[src/hdl/usc_pkg.sv]
// constants for the serial channel status, clock select and command block
// Functional notes
// - idle flag after last stop, holding empty
// - free flag on transfer or first enable
// - no sending of disabled-time writes; free reads zero
// - queue-full flag when three characters wait
// - waiting flag while fifo not empty
// - decode receiver clock-source field
// - transmitter clock-source field decoded independently
// - several commands per write are executed
// - decode three-bit general command
// - pointer reset targets first mode register
// - receiver reset disables, empties fifo
// - transmitter reset disables, clears idle and free
// - error clear drops break, framing, parity, overrun
// - break-change clear drops break edge flag
// - start break drives line low after characters
// - start break only when enabled, ignores cts
// - stop break returns mark, resumes sending
// - decode two-bit transmitter command
// - enable sets idle and free flags
// - disable clears flags, current character finishes
// - receiver enable searches start bit
// - receiver disable drops partial, ignored in loop/multidrop
package usc_pkg;
  localparam logic [1:0] ADDR_LINE_STATUS  = 2'h0;
  localparam logic [1:0] ADDR_CLOCK_SOURCE = 2'h1;
  localparam logic [1:0] ADDR_COMMAND      = 2'h2;
  localparam logic [1:0] ADDR_TX_DATA      = 2'h3;
  localparam logic [1:0] ADDR_RX_DATA      = 2'h3;
  localparam logic [1:0] ADDR_IRQ_STATUS   = 2'h2;
  localparam logic [1:0] ADDR_MODE         = 2'h1;
  // clock source encodings
  localparam logic [3:0] CS_TIMER = 4'hd;
  localparam logic [3:0] CS_EXT16 = 4'he;
  localparam logic [3:0] CS_EXT1  = 4'hf;
  localparam logic [7:0] CS_RESET = 8'hdd;
  // command field positions
  localparam int RXC_LSB = 0;
  localparam int TXC_LSB = 2;
  localparam int GEN_LSB = 4;
  localparam logic [1:0] DIR_NONE    = 2'h0;
  localparam logic [1:0] DIR_ENABLE  = 2'h1;
  localparam logic [1:0] DIR_DISABLE = 2'h2;
  localparam logic [2:0] GC_NONE      = 3'h0;
  localparam logic [2:0] GC_PTR_RST   = 3'h1;
  localparam logic [2:0] GC_RX_RST    = 3'h2;
  localparam logic [2:0] GC_TX_RST    = 3'h3;
  localparam logic [2:0] GC_ERR_CLR   = 3'h4;
  localparam logic [2:0] GC_BRK_CLR   = 3'h5;
  localparam logic [2:0] GC_BRK_START = 3'h6;
  localparam logic [2:0] GC_BRK_STOP  = 3'h7;
  // line status bit positions
  localparam int ST_RX_WAIT = 0;
  localparam int ST_RX_FULL = 1;
  localparam int ST_TX_FREE = 2;
  localparam int ST_TX_IDLE = 3;
  localparam int ST_OVERRUN = 4;
  localparam int ST_PARITY  = 5;
  localparam int ST_FRAMING = 6;
  localparam int ST_BREAK   = 7;
  localparam int IRQ_BRK_EDGE = 2;
  localparam int FIFO_DEPTH   = 3;
  localparam int BAUD_DIV_DEFAULT = 16;
  localparam logic [3:0] CNT16 = 4'hf;
endpackage : usc_pkg

[src/hdl/usc_top.sv]
// serial channel status, clock selection and command decoding
`timescale 1ns/1ns
`default_nettype none
module usc_top #(
  parameter int DIV = usc_pkg::BAUD_DIV_DEFAULT
) (
  // clock and reset
  input  wire logic       ref_clk,
  input  wire logic       nrst,
  // register port
  input  wire logic [1:0] addr,
  input  wire logic [7:0] wdata,
  input  wire logic       wr,
  input  wire logic       rd,
  output logic      [7:0] rdata,
  // serial pins
  input  wire logic       rxd,
  input  wire logic       ext_clk,
  output logic            txd,
  // mode and status side signals
  input  wire logic       loopback_mode,
  input  wire logic       multidrop_mode,
  output logic            mode_ptr_first,
  output logic            rx_enabled,
  output logic            tx_enabled
);
  import usc_pkg::*;

  typedef enum {RX_IDLE, RX_DATA, RX_STOP} usc_rx_type;
  typedef enum {TX_IDLE, TX_SHIFT, TX_BREAK} usc_tx_type;

  function automatic logic tick_of(input logic [3:0] sel, input logic timer_tick, input logic ext_rise,
                                   input logic [3:0] ext16_cnt);
    case (sel)
      CS_TIMER: tick_of = timer_tick;
      CS_EXT16: tick_of = ext_rise && (ext16_cnt == CNT16);
      CS_EXT1:  tick_of = ext_rise;
      default:  tick_of = timer_tick;
    endcase
  endfunction : tick_of

  // pin synchronisers: second and third stage must agree
  logic [2:0] rx_sync_ff, ck_sync_ff;
  logic       rx_line_ff, ck_line_ff, ck_prev_ff;
  always_ff @(posedge ref_clk) begin
    if (!nrst) begin
      rx_sync_ff <= 3'h7;
      ck_sync_ff <= 3'h0;
      rx_line_ff <= 1'b1;
      ck_line_ff <= 1'b0;
      ck_prev_ff <= 1'b0;
    end else begin
      rx_sync_ff <= {rx_sync_ff[1:0], rxd};
      ck_sync_ff <= {ck_sync_ff[1:0], ext_clk};
      if (rx_sync_ff[1] == rx_sync_ff[2]) rx_line_ff <= rx_sync_ff[2];
      if (ck_sync_ff[1] == ck_sync_ff[2]) ck_line_ff <= ck_sync_ff[2];
      ck_prev_ff <= ck_line_ff;
    end
  end
  wire logic ext_rise = ck_line_ff && !ck_prev_ff;

  // bit-rate sources
  logic [15:0] div_ff;
  logic [3:0]  ext16_ff;
  logic        timer_tick;
  always_ff @(posedge ref_clk) begin
    if (!nrst) begin
      div_ff   <= 16'h0;
      ext16_ff <= 4'h0;
    end else begin
      div_ff   <= (div_ff == 16'(DIV - 1)) ? 16'h0 : div_ff + 16'h1;
      if (ext_rise) ext16_ff <= ext16_ff + 4'h1;
    end
  end
  assign timer_tick = (div_ff == 16'h0);

  // registers
  logic [7:0] clk_src_ff;
  logic       wr_cs, wr_cmd, wr_tx, rd_rx;
  logic [1:0] rx_cmd, tx_cmd;
  logic [2:0] gen_cmd;
  assign wr_cs   = wr && addr == ADDR_CLOCK_SOURCE;
  assign wr_cmd  = wr && addr == ADDR_COMMAND;
  assign wr_tx   = wr && addr == ADDR_TX_DATA;
  assign rd_rx   = rd && addr == ADDR_RX_DATA;
  assign rx_cmd  = wr_cmd ? wdata[RXC_LSB +: 2] : DIR_NONE;
  assign tx_cmd  = wr_cmd ? wdata[TXC_LSB +: 2] : DIR_NONE;
  assign gen_cmd = wr_cmd ? wdata[GEN_LSB +: 3] : GC_NONE;

  always_ff @(posedge ref_clk) begin
    if (!nrst) clk_src_ff <= CS_RESET;
    else if (wr_cs) clk_src_ff <= wdata;
  end
  wire logic rx_tick = tick_of(clk_src_ff[7:4], timer_tick, ext_rise, ext16_ff);
  wire logic tx_tick = tick_of(clk_src_ff[3:0], timer_tick, ext_rise, ext16_ff);

  always_ff @(posedge ref_clk) begin
    if (!nrst) mode_ptr_first <= 1'b1;
    else if (gen_cmd == GC_PTR_RST) mode_ptr_first <= 1'b1;
    else if ((wr || rd) && addr == ADDR_MODE) mode_ptr_first <= 1'b0;
  end

  // transmitter
  usc_tx_type  tx_st_ff;
  logic [7:0]  hold_ff, shift_ff;
  logic        hold_full_ff, tx_free_ff, tx_idle_ff, brk_req_ff;
  logic [3:0]  tx_bit_ff;
  logic        tx_load;
  // a held character goes out before a pending break, else the break would wait forever
  assign tx_load = tx_tick && tx_st_ff == TX_IDLE && hold_full_ff && tx_enabled;

  always_ff @(posedge ref_clk) begin
    if (!nrst) tx_enabled <= 1'b0;
    else if (gen_cmd == GC_TX_RST) tx_enabled <= 1'b0;
    else if (tx_cmd == DIR_ENABLE) tx_enabled <= 1'b1;
    else if (tx_cmd == DIR_DISABLE) tx_enabled <= 1'b0;
  end

  always_ff @(posedge ref_clk) begin
    if (!nrst) begin
      tx_free_ff  <= 1'b0;
      tx_idle_ff  <= 1'b0;
    end else if (gen_cmd == GC_TX_RST || tx_cmd == DIR_DISABLE) begin
      tx_free_ff <= 1'b0;
      tx_idle_ff <= 1'b0;
    end else if (tx_cmd == DIR_ENABLE && !tx_enabled) begin
      tx_free_ff  <= 1'b1;
      tx_idle_ff  <= 1'b1;
    end else if (tx_enabled) begin
      if (tx_load) tx_free_ff <= 1'b1;
      else if (wr_tx && tx_free_ff) tx_free_ff <= 1'b0;
      if (tx_load || (wr_tx && tx_free_ff)) tx_idle_ff <= 1'b0;
      else if (tx_st_ff == TX_SHIFT && tx_tick && tx_bit_ff == 4'h9 && !hold_full_ff)
        tx_idle_ff <= 1'b1;
    end
  end

  // holding register only accepts while enabled and free
  always_ff @(posedge ref_clk) begin
    if (!nrst) begin
      hold_ff      <= 8'h0;
      hold_full_ff <= 1'b0;
    end else if (gen_cmd == GC_TX_RST) begin
      hold_full_ff <= 1'b0;
    end else if (wr_tx && tx_enabled && tx_free_ff) begin
      hold_ff      <= wdata;
      hold_full_ff <= 1'b1;
    end else if (tx_load) begin
      hold_full_ff <= 1'b0;
    end
  end

  always_ff @(posedge ref_clk) begin
    if (!nrst) brk_req_ff <= 1'b0;
    else if (gen_cmd == GC_TX_RST) brk_req_ff <= 1'b0;
    else if (gen_cmd == GC_BRK_START && tx_enabled) brk_req_ff <= 1'b1;
    else if (gen_cmd == GC_BRK_STOP) brk_req_ff <= 1'b0;
  end

  // 8 data bits, one stop bit; break waits for pending characters
  always_ff @(posedge ref_clk) begin
    if (!nrst) begin
      tx_st_ff  <= TX_IDLE;
      shift_ff  <= 8'h0;
      tx_bit_ff <= 4'h0;
      txd       <= 1'b1;
    end else if (gen_cmd == GC_TX_RST) begin
      tx_st_ff <= TX_IDLE;
      txd      <= 1'b1;
    end else if (tx_tick) begin
      case (tx_st_ff)
        TX_IDLE: begin
          if (tx_load) begin
            shift_ff  <= hold_ff;
            tx_bit_ff <= 4'h0;
            txd       <= 1'b0;
            tx_st_ff  <= TX_SHIFT;
          end else if (brk_req_ff && !hold_full_ff) begin
            txd      <= 1'b0;
            tx_st_ff <= TX_BREAK;
          end else begin
            txd <= 1'b1;
          end
        end
        TX_SHIFT: begin
          tx_bit_ff <= tx_bit_ff + 4'h1;
          if (tx_bit_ff < 4'h8) begin
            txd      <= shift_ff[0];
            shift_ff <= {1'b0, shift_ff[7:1]};
          end else if (tx_bit_ff == 4'h8) begin
            txd <= 1'b1;
          end else begin
            tx_st_ff <= TX_IDLE;
          end
        end
        TX_BREAK: begin
          if (!brk_req_ff) begin
            txd      <= 1'b1;
            tx_st_ff <= TX_IDLE;
          end else begin
            txd <= 1'b0;
          end
        end
        default: tx_st_ff <= TX_IDLE;
      endcase
    end
  end

  // receiver, sampling once per tick of its selected clock source
  usc_rx_type rx_st_ff;
  logic [7:0] rx_sh_ff;
  logic [3:0] rx_bit_ff;
  logic [8:0] fifo_ff [FIFO_DEPTH];
  logic [1:0] cnt_ff, rptr_ff, wptr_ff;
  logic       push;
  logic [2:0] err_ff;
  logic       ovr_ff, brk_edge_ff, in_brk_ff;
  logic [7:0] rx_word;
  logic       rx_err_frame, rx_is_brk;

  assign rx_is_brk = (rx_sh_ff == 8'h0) && !rx_line_ff;
  assign rx_err_frame = !rx_line_ff;
  wire logic rx_enabled_eff = rx_enabled || loopback_mode || multidrop_mode;
  assign push = rx_tick && rx_st_ff == RX_STOP && rx_enabled_eff;
  wire logic pop = rd_rx && cnt_ff != 2'h0;

  always_ff @(posedge ref_clk) begin
    if (!nrst) rx_enabled <= 1'b0;
    else if (gen_cmd == GC_RX_RST) rx_enabled <= 1'b0;
    else if (rx_cmd == DIR_ENABLE) rx_enabled <= 1'b1;
    else if (rx_cmd == DIR_DISABLE) rx_enabled <= 1'b0;
  end

  always_ff @(posedge ref_clk) begin
    if (!nrst) begin
      rx_st_ff  <= RX_IDLE;
      rx_sh_ff  <= 8'h0;
      rx_bit_ff <= 4'h0;
    end else if (!rx_enabled_eff || (rx_cmd == DIR_ENABLE && !rx_enabled && !multidrop_mode)) begin
      rx_st_ff <= RX_IDLE;
    end else if (rx_tick) begin
      case (rx_st_ff)
        RX_IDLE: if (!rx_line_ff) begin
          rx_st_ff  <= RX_DATA;
          rx_bit_ff <= 4'h0;
        end
        RX_DATA: begin
          rx_sh_ff  <= {rx_line_ff, rx_sh_ff[7:1]};
          rx_bit_ff <= rx_bit_ff + 4'h1;
          if (rx_bit_ff == 4'h7) rx_st_ff <= RX_STOP;
        end
        RX_STOP: rx_st_ff <= RX_IDLE;
        default: rx_st_ff <= RX_IDLE;
      endcase
    end
  end

  // three-entry fifo, word holds data and framing status
  always_ff @(posedge ref_clk) begin
    if (!nrst) begin
      cnt_ff  <= 2'h0;
      rptr_ff <= 2'h0;
      wptr_ff <= 2'h0;
      for (int i = 0; i < FIFO_DEPTH; i++) fifo_ff[i] <= 9'h0;
    end else if (gen_cmd == GC_RX_RST) begin
      cnt_ff  <= 2'h0;
      rptr_ff <= 2'h0;
      wptr_ff <= 2'h0;
    end else begin
      if (push && cnt_ff != 2'(FIFO_DEPTH)) begin
        fifo_ff[wptr_ff] <= {rx_err_frame, rx_sh_ff};
        wptr_ff <= (wptr_ff == 2'(FIFO_DEPTH - 1)) ? 2'h0 : wptr_ff + 2'h1;
      end
      if (pop) rptr_ff <= (rptr_ff == 2'(FIFO_DEPTH - 1)) ? 2'h0 : rptr_ff + 2'h1;
      cnt_ff <= cnt_ff + 2'(push && cnt_ff != 2'(FIFO_DEPTH)) - 2'(pop);
    end
  end
  assign rx_word = fifo_ff[rptr_ff][7:0];

  // error flags: a new event in the clearing cycle still sets
  always_ff @(posedge ref_clk) begin
    if (!nrst) begin
      err_ff      <= 3'h0;
      ovr_ff      <= 1'b0;
      brk_edge_ff <= 1'b0;
      in_brk_ff   <= 1'b0;
    end else begin
      if (push) err_ff <= ((gen_cmd == GC_ERR_CLR) ? 3'h0 : err_ff)
                          | {rx_is_brk, rx_err_frame && !rx_is_brk, 1'b0};
      else if (gen_cmd == GC_ERR_CLR) err_ff <= 3'h0;
      ovr_ff <= (push && cnt_ff == 2'(FIFO_DEPTH)) || (ovr_ff && gen_cmd != GC_ERR_CLR);
      in_brk_ff <= push ? rx_is_brk : in_brk_ff;
      brk_edge_ff <= (push && rx_is_brk != in_brk_ff) || (brk_edge_ff && gen_cmd != GC_BRK_CLR);
    end
  end

  // read data, one cycle after the strobe; zero when no read
  always_ff @(posedge ref_clk) begin
    if (!nrst) rdata <= 8'h0;
    else if (rd) begin
      case (addr)
        ADDR_LINE_STATUS: rdata <= {err_ff[2], err_ff[1], err_ff[0], ovr_ff,
                                    tx_idle_ff, tx_free_ff && tx_enabled,
                                    cnt_ff == 2'(FIFO_DEPTH),
                                    cnt_ff != 2'h0};
        ADDR_IRQ_STATUS:  rdata <= {5'h0, brk_edge_ff, cnt_ff != 2'h0, tx_free_ff};
        ADDR_RX_DATA:     rdata <= rx_word;
        default:          rdata <= 8'h0;
      endcase
    end else rdata <= 8'h0;
  end
endmodule : usc_top
`default_nettype wire

[config.mk]
export PLATFORM = sky130hd
export DESIGN_NAME = usc_top
export DESIGN_NICKNAME = d
export VERILOG_FILES = /design/src/hdl/usc_pkg.sv /design/src/hdl/usc_top.sv
export SDC_FILE = /design/constraint.sdc
export NUM_CORES = 1
export LEC_CHECK = 0
export BUFFER_PORTS_ARGS = -buffer_cell sky130_fd_sc_hd__buf_2
export CAP_MARGIN = 10
export CORE_MARGIN = 2
export CORE_UTILIZATION = 48
export DETAILED_ROUTE_END_ITERATION = 12
export SYNTH_ARGS = -nofsm -noshare
export SYNTH_HDL_FRONTEND = slang
export SYNTH_SLANG_ARGS = --single-unit
[constraint.sdc]
create_clock -name ref_clk -period 2.8 [get_ports ref_clk]
set_clock_uncertainty 0.15 [all_clocks]
set_input_delay 0.14 -clock ref_clk [delete_from_list [all_inputs] [get_ports ref_clk]]
set_output_delay 0.14 -clock ref_clk [all_outputs]
set_load 0.1 [all_outputs]
==> results.py <==
metrics = {
    "run_status": {
        "status": "completed",
    },
    "timing": {
        "fin_hold_ws_ps": 15.92,
        "fin_ws_ps": 192.6,
        "worstMarginPinSlew_ps": 804.5,
        "relSlewSlack_pct": 45.95,
        "finalCriticalPeriod_ps": 2607,
        "drv_slew": 0,
        "hold_violations": 0,
        "post-route-period-util_pct": 93.12,
        "rsz0062_at_grt": "false",
        "fin_tns_setup_ps": 0,
        "finalSetupViolCount": 0,
        "fmax_mhz": 383.5,
    },
    "route": {
        "drt-initial-drc-count": 395,
        "vias": 4551,
        "viasPerCell": 5.463,
        "drc": 0,
        "ant_nets": 0,
        "dr.pass1.iters": 5,
        "wl_mm": 13.17,
        "wl_per_cell_um": 15.80,
    },
    "synthesis": {
        "yosysUniqueCellTypes": 60,
        "yosysTopAreaCellShare_pct": 34.11,
        "avgSynthCellArea_sq_um": 9.960,
        "synth_most_common_cell": "dfxtp_1",
        "synth_common_cells": "dfxtp_1 (102), nor2_1 (54), nand2_1 (53), a21oi_1 (42), and2_1 (33)",
        "syn-num-nets": 635,
        "synth-main-ff-cell": "dfxtp_1",
        "seq_area_frac_synth_pct": 50.17,
        "synth-seq-cells": 134,
        "synth_top_cell_by_area": "dfxtp_1",
        "synth.area.top_cells": "dfxtp_1 (34%), edfxtp_1 (16%), a21oi_1 (3.5%)",
        "synth_edf_count": 32,
        "async_flop_share_pct": 0,
        "synth_area_sq_um": 5986,
        "yosys_warnings": 0,
        "post_synth_inst_count": 601,
    },
    "min_path": {
        "min_path_type": "in -> reg",
    },
    "clocking": {
        "cts_tree": "built",
        "clkLatencyLatePin_ps": 420,
        "postCtsSetupBuffers": 0,
        "cts_made_buffers": 17,
        "root_buffer": "clkbuf_16",
        "cts_sinks": 134,
        "htreeDepth": 4,
        "clk_pin_slew_worst_paths_ps": 60,
        "clock_path_buffers": 2,
    },
    "grt": {
        "grt_max_degree": 44,
        "grt_pass1_wl_mm": 21.42,
        "groute.usage.overall_pct": 21.04,
        "antenna_found_initial": 0,
        "grt_pass1_vias": 4295,
        "grt-ovfl-total": 0,
    },
    "placed_design": {
        "dpl.hpwl_mm": 9.208,
        "post-place-ws_ps": 108.9,
        "dp.cells": 785,
        "port_buffers": 29,
        "place_congestion": 0.7726,
    },
    "pwr": {
        "power.density_nw_per_um2": 609.3,
        "peakVddDrop_mv": 0.3764,
        "leakagePower_nw": 2.715,
    },
    "layout": {
        "drive_gt1_share_pct": 14.74,
        "n_fill_cell": 1088,
        "final_util_pct": 58.07,
        "fin_nets": 686,
        "num_antenna_cells": 0,
        "fin_cells": 833,
        "syn2layout_area_growth_pct": 17.50,
    },
    "worst_setup_path": {
        "arrival_ps": 2770,
        "cp.required_ps": 2960,
        "worstSetupEndpointType": "flip-flop",
        "worstSetupPathType": "reg -> reg",
        "crit_path_max_fanout": 7,
        "cp-start-kind": "flip-flop",
    },
    "floorplan": {
        "die_y_um": 115.7,
        "ios": 30,
        "start_util_pct": 49.42,
        "fp.dieW_um": 115.7,
        "die-area_sq_um": 13380,
        "coreArea_sq_um": 12110,
        "fp-row-count": 40,
    },
    "job": {
        "drv_cap": 0,
    },
}
cell usage in the layout, fill, tap and decap left out, drive strengths merged, types with 5 or more instances in the layout:
cell type / synthesis / routed
nand2: 53 / 53
dlygate4sd3: 0 / 16
nand3: 27 / 27
and2: 33 / 33
nor2: 54 / 54
or3: 6 / 6
clkbuf: 14 / 23
or4: 5 / 5
o31ai: 11 / 11
o21ai: 30 / 30
inv: 20 / 20
nor3: 10 / 10
a31oi: 5 / 5
a21oi: 43 / 43
xor2: 12 / 12
nor3b: 5 / 5
mux2i: 18 / 18
dfxtp: 102 / 102
buf: 12 / 42
nand4: 7 / 7
mux4: 8 / 8
ha: 16 / 16
xnor2: 5 / 5
nand2b: 19 / 19
edfxtp: 32 / 32
a211oi: 5 / 5
flip-flops by register name (all words and copies together) (netlist names), 2 cells and up, named ones only:
register and flops:
ck_sync_ff 3, clk_src_ff 8, cnt_ff 2, div_ff 16, err_ff 2, ext16_ff 4
fifo_ff 32, hold_ff 8, rdata 8, rptr_ff 2, rx_bit_ff 4, rx_sh_ff 8
rx_st_ff 2, rx_sync_ff 3, shift_ff 8, tx_bit_ff 4, tx_st_ff 2, wptr_ff 2
power by group:
| group | internal, mW | switching, mW | total, mW | leakage [nW] |
|---|---|---|---|---|
| registers | 2.01 | 0.0157 | 2.02 | 1.14 |
| clock network | 1.24 | 0.798 | 2.03 | 0.253 |
| logic | 0.0777 | 0.153 | 0.231 | 1.33 |
layer usage:
metal / wire (um) / global-route usage, % / share of wire (%) / up-vias
li1: - / - / - / 2260
met1: 6450 / 28.83 / 49 / 2189
met2: 6026 / 31.81 / 46 / 88
met3: 507 / 6.695 / 3.9 / 14
met4: 181 / 6.825 / 1.4 / 0
met5: 0 / 0 / 0 / -
cell families (layout without fill, tap and decap cells):
group                    after synthesis  count (layout)  synth area share (%)
buffers and inverters                 46             110                 3.094
adder cells (fa/ha/maj)               16              16                 3.344
XOR/XNOR                              17              17                 2.487
AO/OA/AOI/OAI                        118             118                 12.46
AND/OR/NAND/NOR                      242             242                 22.05
flip-flops                           134             134                 50.17
multiplexers                          28              28                 6.396
area by class of cell:
type	instances	area, sq um	area share, %
Clock buffer	23	457.9	6.511
Tap cell	168	210.2	2.989
Sequential cell	134	3004	42.71
Clock inverter	9	80.08	1.139
Inverter	20	75.07	1.067
Timing Repair Buffer	58	402.9	5.729
Multi-Input combinational cell	421	2803	39.85
final timing paths:
| check | start | end | slack, ps | cells past startpoint |
|---|---|---|---|---|
| max | div_ff[0] | cnt_ff[1] | 190 | 12 |
| min | nrst | cnt_ff[1] | 20 | 4 |
| max reg2reg | div_ff[0] | cnt_ff[1] | 190 | 12 |
| min reg2reg | rx_sync_ff[0] | rx_sync_ff[1] | 270 | 1 |
repair_timing:
action | in CTS | in global routing
endpoints found under the hold margin | 24 | 0
hold buffers | 16 | 0
setup endpoints to repair | 0 | 5
gates resized for setup | 0 | 1
critical path, cell delays in order, from the launching register on:
cell and delay, ps:
dfxtp_1 340, inv_1 60, ha_1 120, nor3b_1 240, and4_4 310, a21o_1 240, nand2_1 150, ha_1 300
inv_1 40, ha_1 180, xor2_1 180, xnor2_1 140, nor2_1 50
stage by stage:
step,power (mW),area [sq um]
floorplan,2.208,5987
global placement,2.272,6330
detailed placement,2.277,6330
CTS,4.319,7028
global route,4.444,7033
finish,4.286,7033
No activity file was read; power rests on OpenSTA's default activity.
